### src/rtl/zol_cfg.svh
// offsets, field positions, reset values and steps of the loop controller
`ifndef ZOL_CFG_SVH
`define ZOL_CFG_SVH
`define ZOL_OFF_LOOP_BASE 8'h00
`define ZOL_LOOP_STRIDE   8'h0c
`define ZOL_OFF_CTRL      8'h18
`define ZOL_OFF_STATUS    8'h1c
`define ZOL_CTRL_EN_BIT   0
`define ZOL_STAT_EN_BIT   2
`define ZOL_CTRL_RESET    1'b1
`define ZOL_LOOP_RESET    32'h0000_0000
`define ZOL_INSTR_BYTES   32'h0000_0004
`define ZOL_RESP_OKAY     2'b00
`define ZOL_RESP_SLVERR   2'b10
`define ZOL_RESP_DECERR   2'b11
`endif

### src/rtl/zol_pkg.sv
// types shared by the loop controller files
package zol_pkg;
  typedef logic [31:0] zol_word_t;
  typedef enum logic [1:0] {
    ZOL_SET_START,
    ZOL_SET_END,
    ZOL_SET_COUNT,
    ZOL_SET_ALL
  } zol_setup_op_t;
  typedef enum logic [3:0] {
    ZOL_SEL_START0,
    ZOL_SEL_END0,
    ZOL_SEL_COUNT0,
    ZOL_SEL_START1,
    ZOL_SEL_END1,
    ZOL_SEL_COUNT1,
    ZOL_SEL_CTRL,
    ZOL_SEL_STATUS,
    ZOL_SEL_NONE
  } zol_sel_t;
endpackage

### src/rtl/zol_set_if.sv
// carrier between the controller and one loop register set
`timescale 1ns/1ps
`default_nettype none
interface zol_set_if;
  import zol_pkg::*;
  logic [2:0] wr;
  zol_word_t  start_val;
  zol_word_t  end_val;
  zol_word_t  count_val;
  logic       dec;
  zol_word_t  loop_start;
  zol_word_t  loop_end;
  zol_word_t  loop_count;
  modport ctrl (output wr, start_val, end_val, count_val, dec,
                input loop_start, loop_end, loop_count);
  modport set (input wr, start_val, end_val, count_val, dec,
               output loop_start, loop_end, loop_count);
endinterface
`default_nettype wire

### src/rtl/zol_ctrl.sv
// zero-overhead loop controller with a register view over AXI4-Lite
`timescale 1ns/1ps
`default_nettype none
`include "zol_cfg.svh"
module zol_ctrl
#(
  parameter int       NUM_LOOPS    = 2,
  parameter int       ADDR_W       = 8,
  parameter bit       ENABLE_LOOPS = 1'b1
)
(
  input  wire logic                   aclk,
  input  wire logic                   aresetn,
  input  wire logic [ADDR_W-1:0]      s_axi_awaddr,
  input  wire logic                   s_axi_awvalid,
  output var  logic                   s_axi_awready,
  input  wire logic [31:0]            s_axi_wdata,
  input  wire logic [3:0]             s_axi_wstrb,
  input  wire logic                   s_axi_wvalid,
  output var  logic                   s_axi_wready,
  output var  logic [1:0]             s_axi_bresp,
  output var  logic                   s_axi_bvalid,
  input  wire logic                   s_axi_bready,
  input  wire logic [ADDR_W-1:0]      s_axi_araddr,
  input  wire logic                   s_axi_arvalid,
  output var  logic                   s_axi_arready,
  output var  logic [31:0]            s_axi_rdata,
  output var  logic [1:0]             s_axi_rresp,
  output var  logic                   s_axi_rvalid,
  input  wire logic                   s_axi_rready,
  input  wire logic                   setup_valid,
  input  wire zol_pkg::zol_setup_op_t setup_op,
  input  wire logic                   setup_loop,
  input  wire zol_pkg::zol_word_t     setup_start,
  input  wire zol_pkg::zol_word_t     setup_end,
  input  wire zol_pkg::zol_word_t     setup_count,
  input  wire logic                   ex_valid,
  input  wire logic                   ex_cancel,
  input  wire zol_pkg::zol_word_t     ex_pc,
  input  wire zol_pkg::zol_word_t     fetch_pc_next,
  output var  logic                   redirect_valid,
  output var  zol_pkg::zol_word_t     redirect_pc,
  output var  logic                   epc_valid,
  output var  zol_pkg::zol_word_t     epc_pc,
  output var  logic                   illegal_instr
);
  import zol_pkg::*;

  if (NUM_LOOPS != 2) $error("zol_ctrl serves exactly two loop sets");
  if (ADDR_W < 5) $error("zol_ctrl needs at least five address bits");

  // which register fields a setup instruction writes for one set
  function automatic logic [2:0] setup_wr(input logic v,
                                          input zol_setup_op_t op,
                                          input logic sel,
                                          input logic idx);
    logic [2:0] w;
    w = 3'h0;
    if (v && ENABLE_LOOPS && sel == idx)
    begin
      unique case (op)
        ZOL_SET_START: w = 3'h1;
        ZOL_SET_END:   w = 3'h2;
        ZOL_SET_COUNT: w = 3'h4;
        ZOL_SET_ALL:   w = 3'h7;
      endcase
    end
    return w;
  endfunction

  // register selected by a bus address
  function automatic zol_sel_t reg_sel(input logic [ADDR_W-1:0] a);
    logic [7:0] b;
    b = 8'(a);
    if (a[ADDR_W-1:0] != ADDR_W'(b))
      return ZOL_SEL_NONE;
    unique case (b)
      `ZOL_OFF_LOOP_BASE:                          return ZOL_SEL_START0;
      `ZOL_OFF_LOOP_BASE + 8'h04:                  return ZOL_SEL_END0;
      `ZOL_OFF_LOOP_BASE + 8'h08:                  return ZOL_SEL_COUNT0;
      `ZOL_OFF_LOOP_BASE + `ZOL_LOOP_STRIDE:       return ZOL_SEL_START1;
      `ZOL_OFF_LOOP_BASE + `ZOL_LOOP_STRIDE + 8'h04: return ZOL_SEL_END1;
      `ZOL_OFF_LOOP_BASE + `ZOL_LOOP_STRIDE + 8'h08: return ZOL_SEL_COUNT1;
      `ZOL_OFF_CTRL:                               return ZOL_SEL_CTRL;
      `ZOL_OFF_STATUS:                             return ZOL_SEL_STATUS;
      default:                                     return ZOL_SEL_NONE;
    endcase
  endfunction

  zol_word_t start_q [NUM_LOOPS];
  zol_word_t end_q   [NUM_LOOPS];
  zol_word_t count_q [NUM_LOOPS];
  logic [NUM_LOOPS-1:0] hit;
  logic [NUM_LOOPS-1:0] dec;
  logic [NUM_LOOPS-1:0] fmatch;
  logic                 ctrl_en;

  for (genvar i = 0; i < NUM_LOOPS; i++)
  begin : g_set
    zol_set_if sif ();
    zol_loop_set u_set (.aclk(aclk), .aresetn(aresetn), .port(sif.set));
    assign sif.wr = setup_wr(setup_valid, setup_op, setup_loop,
                             1'(i));
    assign sif.start_val = setup_start;
    assign sif.end_val   = setup_end;
    assign sif.count_val = setup_count;
    assign sif.dec       = dec[i];
    assign start_q[i]    = sif.loop_start;
    assign end_q[i]      = sif.loop_end;
    assign count_q[i]    = sif.loop_count;
    // retire of the last body instruction; a cancelled one is left alone
    // and simply matches again on re-execution or single step
    assign hit[i] = ENABLE_LOOPS && ex_valid && !ex_cancel
                    && ex_pc == end_q[i] - `ZOL_INSTR_BYTES
                    && count_q[i] != 32'h0;
    // fetch loops back only while another pass remains
    assign fmatch[i] = fetch_pc_next == end_q[i] - `ZOL_INSTR_BYTES
                       && count_q[i] > 32'h1;
  end

  // inner loop 0 wins when both ends coincide; no bound checks at all
  assign dec[0] = hit[0];
  assign dec[1] = hit[1] && !hit[0];

  // fetch redirect registered to line up with the next fetch
  always_ff @(posedge aclk)
  begin
    if (!aresetn)
    begin
      redirect_valid <= 1'b0;
      redirect_pc    <= `ZOL_LOOP_RESET;
    end
    else
    begin
      redirect_valid <= ENABLE_LOOPS && ctrl_en
                        && (fmatch[0] || fmatch[1]);
      redirect_pc    <= fmatch[0] ? start_q[0] : start_q[1];
    end
  end

  // cancelled instruction address handed to the exception pc
  always_ff @(posedge aclk)
  begin
    if (!aresetn)
    begin
      epc_valid <= 1'b0;
      epc_pc    <= `ZOL_LOOP_RESET;
    end
    else
    begin
      epc_valid <= ex_valid && ex_cancel;
      epc_pc    <= (ex_valid && ex_cancel) ? ex_pc : epc_pc;
    end
  end

  // write channel
  logic              aw_have;
  logic              w_have;
  logic [ADDR_W-1:0] aw_addr;
  logic [31:0]       w_data;
  logic [3:0]        w_strb;
  logic              do_write;
  logic              next_aw_have;
  logic              next_w_have;
  logic              next_bvalid;
  zol_sel_t          wsel;

  assign do_write     = aw_have && w_have && !s_axi_bvalid;
  assign next_aw_have = (aw_have && !do_write)
                        || (s_axi_awvalid && s_axi_awready);
  assign next_w_have  = (w_have && !do_write)
                        || (s_axi_wvalid && s_axi_wready);
  assign next_bvalid  = do_write || (s_axi_bvalid && !s_axi_bready);
  assign wsel         = reg_sel(aw_addr);

  always_ff @(posedge aclk)
  begin
    if (!aresetn)
    begin
      aw_have       <= 1'b0;
      w_have        <= 1'b0;
      s_axi_awready <= 1'b0;
      s_axi_wready  <= 1'b0;
      s_axi_bvalid  <= 1'b0;
    end
    else
    begin
      aw_have       <= next_aw_have;
      w_have        <= next_w_have;
      s_axi_awready <= !next_aw_have && !next_bvalid;
      s_axi_wready  <= !next_w_have && !next_bvalid;
      s_axi_bvalid  <= next_bvalid;
    end
  end

  always_ff @(posedge aclk)
  begin
    if (!aresetn)
    begin
      aw_addr <= '0;
      w_data  <= 32'h0;
      w_strb  <= 4'h0;
    end
    else
    begin
      if (s_axi_awvalid && s_axi_awready)
        aw_addr <= s_axi_awaddr;
      if (s_axi_wvalid && s_axi_wready)
      begin
        w_data <= s_axi_wdata;
        w_strb <= s_axi_wstrb;
      end
    end
  end

  // loop registers refuse plain writes and flag an illegal instruction
  always_ff @(posedge aclk)
  begin
    if (!aresetn)
    begin
      s_axi_bresp   <= `ZOL_RESP_OKAY;
      illegal_instr <= 1'b0;
    end
    else
    begin
      illegal_instr <= do_write && wsel < ZOL_SEL_CTRL;
      if (do_write)
      begin
        unique case (wsel)
          ZOL_SEL_CTRL: s_axi_bresp <= `ZOL_RESP_OKAY;
          ZOL_SEL_NONE: s_axi_bresp <= `ZOL_RESP_DECERR;
          default:      s_axi_bresp <= `ZOL_RESP_SLVERR;
        endcase
      end
    end
  end

  always_ff @(posedge aclk)
  begin
    if (!aresetn)
      ctrl_en <= `ZOL_CTRL_RESET;
    else if (do_write && wsel == ZOL_SEL_CTRL && w_strb[0])
      ctrl_en <= w_data[`ZOL_CTRL_EN_BIT];
  end

  // read channel, answer one cycle after the address is taken
  zol_sel_t rsel;
  logic     next_rvalid;
  logic     ar_take;
  assign rsel        = reg_sel(s_axi_araddr);
  assign ar_take     = s_axi_arvalid && s_axi_arready;
  assign next_rvalid = ar_take || (s_axi_rvalid && !s_axi_rready);

  always_ff @(posedge aclk)
  begin
    if (!aresetn)
    begin
      s_axi_arready <= 1'b0;
      s_axi_rvalid  <= 1'b0;
      s_axi_rdata   <= 32'h0;
      s_axi_rresp   <= `ZOL_RESP_OKAY;
    end
    else
    begin
      s_axi_arready <= !next_rvalid;
      s_axi_rvalid  <= next_rvalid;
      if (ar_take)
      begin
        s_axi_rresp <= `ZOL_RESP_OKAY;
        unique case (rsel)
          ZOL_SEL_START0: s_axi_rdata <= start_q[0];
          ZOL_SEL_END0:   s_axi_rdata <= end_q[0];
          ZOL_SEL_COUNT0: s_axi_rdata <= count_q[0];
          ZOL_SEL_START1: s_axi_rdata <= start_q[1];
          ZOL_SEL_END1:   s_axi_rdata <= end_q[1];
          ZOL_SEL_COUNT1: s_axi_rdata <= count_q[1];
          ZOL_SEL_CTRL:   s_axi_rdata <= {31'h0, ctrl_en};
          ZOL_SEL_STATUS: s_axi_rdata <= {29'h0, ctrl_en,
                                          count_q[1] != 32'h0,
                                          count_q[0] != 32'h0};
          ZOL_SEL_NONE:
          begin
            s_axi_rdata <= 32'h0;
            s_axi_rresp <= `ZOL_RESP_DECERR;
          end
        endcase
      end
    end
  end
endmodule
`default_nettype wire

### src/rtl/zol_loop_set.sv
// one loop register set: start, end and iteration count flops
`timescale 1ns/1ps
`default_nettype none
`include "zol_cfg.svh"
module zol_loop_set
(
  input wire logic aclk,
  input wire logic aresetn,
  zol_set_if.set   port
);
  import zol_pkg::*;

  always_ff @(posedge aclk)
  begin
    if (!aresetn)
      port.loop_start <= `ZOL_LOOP_RESET;
    else if (port.wr[0])
      port.loop_start <= port.start_val;
  end

  always_ff @(posedge aclk)
  begin
    if (!aresetn)
      port.loop_end <= `ZOL_LOOP_RESET;
    else if (port.wr[1])
      port.loop_end <= port.end_val;
  end

  // a setup write wins over a retire decrement in the same cycle
  always_ff @(posedge aclk)
  begin
    if (!aresetn)
      port.loop_count <= `ZOL_LOOP_RESET;
    else if (port.wr[2])
      port.loop_count <= port.count_val;
    else if (port.dec)
      port.loop_count <= port.loop_count - 32'h1;
  end
endmodule
`default_nettype wire

### config.mk
export PLATFORM = sky130hd
export DESIGN_NAME = zol_ctrl
export DESIGN_NICKNAME = d
export VERILOG_FILES = /design/src/rtl/zol_pkg.sv /design/src/rtl/zol_set_if.sv /design/src/rtl/zol_ctrl.sv /design/src/rtl/zol_loop_set.sv
export VERILOG_INCLUDE_DIRS = /design/src /design/src/rtl
export SDC_FILE = /design/constraint.sdc
export NUM_CORES = 1
export LEC_CHECK = 0
export CORE_ASPECT_RATIO = 1.25
export CORE_MARGIN = 5
export CORE_UTILIZATION = 53
export DETAILED_ROUTE_END_ITERATION = 8
export DONT_BUFFER_PORTS = 1
export PLACE_DENSITY_LB_ADDON = 0.2
export SYNTH_ARGS = -nofsm -noshare
export SYNTH_HDL_FRONTEND = slang
export SYNTH_SLANG_ARGS = --single-unit
### constraint.sdc
create_clock -name aclk -period 4.95 [get_ports aclk]
set_clock_uncertainty 0.1 [all_clocks]
set_input_delay 0.7425 -clock aclk [delete_from_list [all_inputs] [get_ports aclk]]
set_output_delay 0.7425 -clock aclk [all_outputs]
set_load 0.05 [all_outputs]
==> summary.txt, run 1 <==
Post-Syn Instances: 2211
Final Max Tran Viols: 0
share of cells above drive strength 1: 8.04%
Clock transition at path regs: 0.06 ns
Max rail drop VDD: 0.369 mV
Routed Wire Length: 60.8 mm
Fin. Hold Viols: 0
Synth Net Count: 2446
R2R Setup Slk: 0.27 ns
Max-Cap Viols: 0
DR vias: 16100
FF-to-FF End: g_set[1].u_set.port.loop_count[24]
largest cells by area after synthesis: dfxtp_1 (37%), nand2_1 (8.1%), a21oi_1 (6.0%), xnor2_1 (5.3%), mux2i_1 (4.5%)
setup bufs post-CTS: 0
Fillers: 3042
remaining global-route overflow: 0
CTS Hold Bufs: 0
Non-Filler Instances: 2574
CP arrival: 5.09 ns
first-pass GRT wire length: 91.0 mm
Syn-to-layout area delta: 8.49%
cts repair resizes: 0
adder-cell area share of the yosys netlist: 0.722%
crit path buf inv count: 1
multi-input logic area: 10300 um2
Synth Cell Area: 17300 um2
hold_sp: aresetn
crit end category: flop
vias per inst: 6.25
Routed wire per std cell: 23.6 um
largest family of logic cells by synthesized area: simple AND/OR/NAND/NOR gates
Initial Util: 53.3%
clk sinks: 316
post-synthesis cell type count: 78
synthesized area per cell: 7.83 um2
antenna violations before repair: 1
CTS tree: done
dpl cells: 2513
HP Class: in2reg
post-synth top area share: 36.5%
CP Launch Type: flop
Synth Flop Type: dfxtp_1
sw frac: 29.8%
Flop pwr share: 43.4%
Chip Height: 212 um
Seq/Total Area, Yosys: 36.5%
RSZ-0062 raised after global routing: false
largest net degree at the start of global routing: 178
hold path depth: 1
commonest non-fill, non-tap cell in the layout: nand2_1
worst r2r path cells: 11
CP max-delay cell: nor4_1
initial drt markers: 1819
H-tree levels: 1
max incr delay on CP: 1.02 ns
final core utilization: 57.8%
FF+latch area: 6330 um2
Clk pwr share: 39.0%
Internal: 4.69 mW
status: finished, final reports clean
die width: 172 um
vias in the first global route: 15300
CP max FO: 15
sequence of cells on the critical path: nor4_1, nand3_1, nor3_1, xnor2_1, a211oi_1, nand4b_1, nor4_4, nand4_1, buf_4, or4_1, a31oi_1
Compound-Gate Fraction of Synth Area: 17.7%
CP top delay family: simple AND/OR/NAND/NOR gates
# nets final: 2363
asr flop ratio synth: 0%
Synth Register Bits: 316
sw power: 1.99 mW
hold path endpoint: ctrl_en
final setup vio count: 0
final worst-path cycle share: 94.6%
core footprint: 32500 um2
combinational cell fraction of total power: 17.7%
drt drc: 0
Cell Pwr Density: 355 nW/um2
Clk Latency, worst-skew pair: 0.58 ns
Buffers on Ports: 0
setup TNS: 0 ns
Setup CP Type: reg2reg
Global Route Usage Sum: 32.1%
clk buf depth: 3
EDFF count, synth: 0
Max Clk Rate: 213 MHz
CTS root buffer: clkbuf_16
hpwl dp: 46.3 mm
largest area contributor in the netlist: dfxtp_1
relative slew slack: 12.3%
post-route ant nets: 0
WP data required: 5.36 ns
1st-pass router iterations: 8
Placer Congestion: 1.00
commonest non-fill, non-tap cells in the layout: nand2_1 (375), dfxtp_1 (316), a21oi_1 (208)
Leak Pwr: 6.98 nW
I/O pin count: 333
post-synthesis mux area share: 6.13%
Die Area: 36400 um2
CTS buffer count: 31
Synth Area in XOR/XNOR: 10.2%
worst r2r src: g_set[1].u_set.port.loop_end[24]
Worst-Margin Slew: 1.30 ns
cell row count: 74
synth warn: 0
shortest period the worst path allows: 4.68 ns
simple-gate share of the synthesized area: 24.3%
-- cells in the mapped netlist, types with 30 or more instances --
cell,number
mux2i_1,78
nand4_1,39
or3_1,42
o22ai_1,33
a211oi_1,44
nor4_1,30
nand3_1,32
xor2_1,76
nand2_1,375
dfxtp_1,316
nor2_1,168
xnor2_1,105
nor3_1,76
a21oi_1,208
a31oi_1,35
o21ai_0,91
clkbuf_1,145
-- flip-flops by register name (all words and copies together) (netlist names), 2 cells and up, named ones only --
register,flops
redirect_pc,32
g_set.u_set.port.loop_start,64
s_axi_bresp,2
epc_pc,32
g_set.u_set.port.loop_count,64
s_axi_rdata,32
aw_addr,8
g_set.u_set.port.loop_end,64
-- how the worst max path moves through the flow --
| stage | cells after the start | startpoint | end |
|---|---|---|---|
| 2_1_floorplan | 13 | g_set[1].u_set.port.loop_end[2] | g_set[1].u_set.port.loop_count[25] |
| 3_3_place_gp | 10 | g_set[1].u_set.port.loop_end[12] | g_set[1].u_set.port.loop_count[21] |
| 3_5_place_dp | 11 | g_set[1].u_set.port.loop_end[24] | g_set[1].u_set.port.loop_count[21] |
| 4_1_cts | 11 | g_set[1].u_set.port.loop_end[12] | g_set[1].u_set.port.loop_count[24] |
| 5_1_grt | 11 | g_set[0].u_set.port.loop_end[4] | g_set[0].u_set.port.loop_count[9] |
| 6_report | 11 | g_set[1].u_set.port.loop_end[24] | g_set[1].u_set.port.loop_count[24] |
-- power by group through the flow --
stage | logic (mW) | clock network (mW) | registers (mW)
2_1_floorplan | 0.902 | 0 | 2.90
3_3_place_gp | 1.15 | 0 | 2.95
3_5_place_dp | 1.16 | 0 | 2.95
4_1_cts | 1.17 | 2.64 | 2.89
5_1_grt | 1.28 | 2.75 | 2.91
6_report | 1.18 | 2.60 | 2.90
-- per-layer routing --
layer,up-vias,GRT usage [%],wire length [um]
met1,7506,40.6,23500
met2,789,52.1,28000
met4,0,14.0,3050
met5,-,0,0
met3,154,7.57,6190
li1,7641,-,-
-- cells by family after synthesis --
logic type,Yosys count
flip-flops,316
AND/OR/NAND/NOR,886
multiplexers,102
AO/OA/AOI/OAI,510
XOR/XNOR,189
buffers and inverters,198
adder cells (fa/ha/maj),10
-- area by class of cell --
type                    instances  area share [%]
multi-input cells            1697            54.6
flip-flops and latches        316            33.7
clock buffers                  43            4.90
well taps                     418            2.78
repair buffers                 56            2.30
clock inverters                15            1.12
inverters                      26           0.559
diodes                          3          0.0399
-- per-stage QoR --
stage	hold slack [ns]	power, mW	setup WS (ns)	cell area [um2]
after detailed placement	0.342	4.11	0.446	17700
after global placement	0.327	4.10	0.437	17700
after CTS	0.120	6.70	0.395	18800
after global routing	0.140	6.94	0.119	18800
after floorplan	0.312	3.80	0.846	17300
final	0.143	6.68	0.266	18800
-- worst register-to-register path, cell delays in order (launching register included) --
cell and delay [ns]:
dfxtp_1 0.41, nor4_1 1.02, nand3_1 0.38, nor3_1 0.42, xnor2_1 0.10, a211oi_1 0.53
nand4b_1 0.24, nor4_4 0.45, nand4_1 0.17, buf_4 0.22, or4_1 0.41, a31oi_1 0.18
Power figures use the tool's default switching activity.
==> run 2: changes to the inputs <==
- ABC_AREA: default -> 1
==> run 2 against run 1 <==
Against the previous run:
- sequential share of layout area fell by 1.4 points
- first-iteration DRC count rose by 15%
- critical path type unchanged
- synthesized cell count rose by 31%
- largest power group unchanged
- non-clock buffer count fell by 35
- synthesized area rose by 5.0%
- clock power rose by 7.7%
- register-to-register slack improved by 0.84 ns
- critical endpoint is now g_set[1].u_set.port.loop_count[5]
- largest cell class unchanged
- combinational power rose by 44%
- worst setup slack improved by 0.84 ns
==> summary.txt, run 2 <==
CP Launch Type: flop (unchanged)
RSZ-0062 raised after global routing: false (unchanged)
Largest regs: g_set.u_set.port.loop_count: 64 flops, g_set.u_set.port.loop_end: 64 flops, g_set.u_set.port.loop_start: 64 flops (unchanged)
Seq/Total Area, Yosys: 34.8% (was 36.5%)
FF-to-FF End: g_set[1].u_set.port.loop_count[5] (was g_set[1].u_set.port.loop_count[24])
largest cells by area after synthesis: dfxtp_1 (35%), nand2_1 (14%), nor2_1 (8.5%), a21oi_1 (7.9%), o21ai_0 (7.0%) (was dfxtp_1 (37%), nand2_1 (8.1%), a21oi_1 (6.0%), xnor2_1 (5.3%), mux2i_1 (4.5%))
Die Area: 38100 um2 (was 36400 um2)
synth cell count leaders: nand2_1 (678), nor2_1 (411), dfxtp_1 (316) (was nand2_1 (375), dfxtp_1 (316), a21oi_1 (208))
EDFF count, synth: 0 (unchanged)
Buffers on Ports: 0 (unchanged)
shortest period the worst path allows: 3.84 ns (was 4.68 ns)
Synth Flop Type: dfxtp_1 (unchanged)
asr flop ratio synth: 0% (unchanged)
Cell Pwr Density: 377 nW/um2 (was 355 nW/um2)
cell row count: 75 (was 74)
CP max FO: 43 (was 15)
Clk Latency, worst-skew pair: 0.55 ns (was 0.58 ns)
post-route ant nets: 0 (unchanged)
Max-Cap Viols: 0 (unchanged)
Initial Util: 53.8% (was 53.3%)
status: finished, final reports clean (unchanged)
crit end category: flop (unchanged)
worst r2r src: g_set[0].u_set.port.loop_count[0] (was g_set[1].u_set.port.loop_end[24])
largest area contributor in the netlist: dfxtp_1 (unchanged)
# nets final: 3057 (was 2363)
setup bufs post-CTS: 0 (unchanged)
Max rail drop VDD: 0.296 mV (was 0.369 mV)
Clock transition at path regs: 0.07 ns (was 0.06 ns)
Setup CP Type: reg2reg (unchanged)
remaining global-route overflow: 0 (unchanged)
Leak Pwr: 8.70 nW (was 6.98 nW)
CP arrival: 4.18 ns (was 5.09 ns)
final worst-path cycle share: 77.6% (was 94.6%)
largest net degree at the start of global routing: 215 (was 178)
Synth Net Count: 3121 (was 2446)
share of cells above drive strength 1: 4.18% (was 8.04%)
first-pass GRT wire length: 109 mm (was 91.0 mm)
1st-pass router iterations: 6 (was 8)
post-synthesis cell type count: 45 (was 78)
CTS Hold Bufs: 0 (unchanged)
CTS tree: done (unchanged)
hold_sp: aresetn (unchanged)
R2R Setup Slk: 1.11 ns (was 0.27 ns)
core footprint: 33800 um2 (was 32500 um2)
final setup vio count: 0 (unchanged)
Synth Cell Area: 18200 um2 (was 17300 um2)
I/O pin count: 333 (unchanged)
initial drt markers: 2093 (was 1819)
Syn-to-layout area delta: 7.70% (was 8.49%)
Design Power: 7.39 mW (was 6.68 mW)
Worst-Margin Slew: 1.16 ns (was 1.30 ns)
clk sinks: 316 (unchanged)
post-synth top area share: 34.8% (was 36.5%)
DR vias: 19600 (was 16100)
Max Clk Rate: 260 MHz (was 213 MHz)
Post-Syn Instances: 2886 (was 2211)
HP Class: in2reg (unchanged)
Crit. Startpoint: g_set[0].u_set.port.loop_count[0] (was g_set[1].u_set.port.loop_end[24])
WP data required: 5.29 ns (was 5.36 ns)
hpwl dp: 57.4 mm (was 46.3 mm)
Placer Congestion: 1.00 (about the same)
worst r2r path cells: 18 (was 11)
CTS buffer count: 36 (was 31)
Synth Register Bits: 316 (unchanged)
Fin. Hold Viols: 0 (unchanged)
antenna violations before repair: 2 (was 1)
cts repair resizes: 0 (unchanged)
synth warn: 0 (unchanged)
CTS root buffer: clkbuf_16 (unchanged)
commonest non-fill, non-tap cell in the layout: nand2_1 (unchanged)
Routed Wire Length: 74.2 mm (was 60.8 mm)
Chip Height: 217 um (was 212 um)
setup TNS: 0 ns (unchanged)
vias in the first global route: 18300 (was 15300)
relative slew slack: 22.8% (was 12.3%)
worst setup path endpoint: g_set[1].u_set.port.loop_count[5] (was g_set[1].u_set.port.loop_count[24])
commonest non-fill, non-tap cells in the layout: nand2_1 (676), nor2_1 (409), dfxtp_1 (316) (was nand2_1 (375), dfxtp_1 (316), a21oi_1 (208))
Final Max Tran Viols: 0 (unchanged)
Routed wire per std cell: 22.7 um (was 23.6 um)
count leader, synth: nand2_1 (unchanged)
die width: 176 um (was 172 um)
clk buf depth: 3 (unchanged)
synthesized area per cell: 6.30 um2 (was 7.83 um2)
Fillers: 3364 (was 3042)
vias per inst: 6.00 (was 6.25)
H-tree levels: 2 (was 1)
drt drc: 0 (unchanged)
Global Route Usage Sum: 37.1% (was 32.1%)
==> run 2: cell types whose count changed after synthesis, moves of 31 or more <==
cell      previous run  this run
a211oi_1            44         2
a21oi_1            208       288
a31oi_1             35         4
clkbuf_1           145        99
inv_1               25       306
mux2i_1             78         5
nand2_1            375       678
nand3_1             32       176
nor2_1             168       411
nor3_1              76        23
o21ai_0             91       255
or3_1               42         1
xnor2_1            105        15
==> run 2: worst min path at each step <==
stage,slack [ns],endpoint,cells after the start
floorplan,0.32,w_data[0],2
global placement,0.35,w_data[0],2
detailed placement,0.36,g_set[0].u_set.port.loop_count[31],2
CTS,0.23,g_set[1].u_set.port.loop_end[0],2
global route,0.25,g_set[1].u_set.port.loop_count[25],2
finish,0.22,g_set[1].u_set.port.loop_count[18],2
==> run 2: area by class of cell <==
type                       count  area, um2  share of cell area [%]
inverter                     322       1210                    6.17
tap                          423        529                    2.70
clock buffer                  48        966                    4.93
sequential                   316       6330                    32.3
timing repair buffer          21        158                   0.805
multi-input combinational   2125      10100                    51.8
clock inverter                16        248                    1.26
antenna                        2       5.00                  0.0255
==> run 2: power by group <==
part           internal (mW)  leakage [nW]  switching [mW]
Sequential              2.67          2.58           0.216
Clock                   1.65         0.591            1.15
Combinational          0.510          5.53            1.19
Total                   4.83          8.70            2.56
==> run 2: kinds of logic after synthesis <==
family | count (synthesis) | synth area share (%)
DFF | 316 | 34.8
AOI/OAI and AO/OA | 675 | 20.1
and+or+nand+nor | 1358 | 30.6
muxes | 5 | 0.275
buffers and inverters | 445 | 9.53
xor gates and xnor gates | 77 | 4.01
adders and majority gates | 10 | 0.688
==> run 2: stage by stage <==
step                worst slack, ns  hold WS [ns]  cells  area [um2]  utilization (%)
floorplan                      2.40         0.325   2886       18200                -
global placement               1.22         0.350   3207       18400             54.4
detailed placement             1.19         0.356   3207       18400             54.4
CTS                            1.18         0.230   3271       19600             58.0
global route                  0.903         0.247   3273       19600             58.0
finish                         1.11         0.220   3273       19600             58.0
==> run 2: metal layers <==
layer  global-route usage [%]  share of wire [%]  vias up
li1                         -                  -     9327
met1                     41.2                 35     8946
met2                     63.4                 48     1081
met3                     7.78                9.0      270
met4                     25.5                8.6        2
met5                        0              0.027        -
==> run 2: worst max-delay path, cell delays in order (launching register included) <==
cell	delay, ns
dfxtp_1	0.37
inv_1	0.10
ha_1	0.24
nand2_1	0.14
inv_1	0.06
nand2_1	0.19
nor2_1	0.17
nand2_1	0.28
nand3_1	0.11
nor2_1	0.16
nand2_1	0.06
nor2_1	0.33
nand2_1	0.09
nor2_1	0.13
nand3_2	0.19
nand2_2	0.33
nand2_4	0.36
nor2_1	0.21
nor2_1	0.07
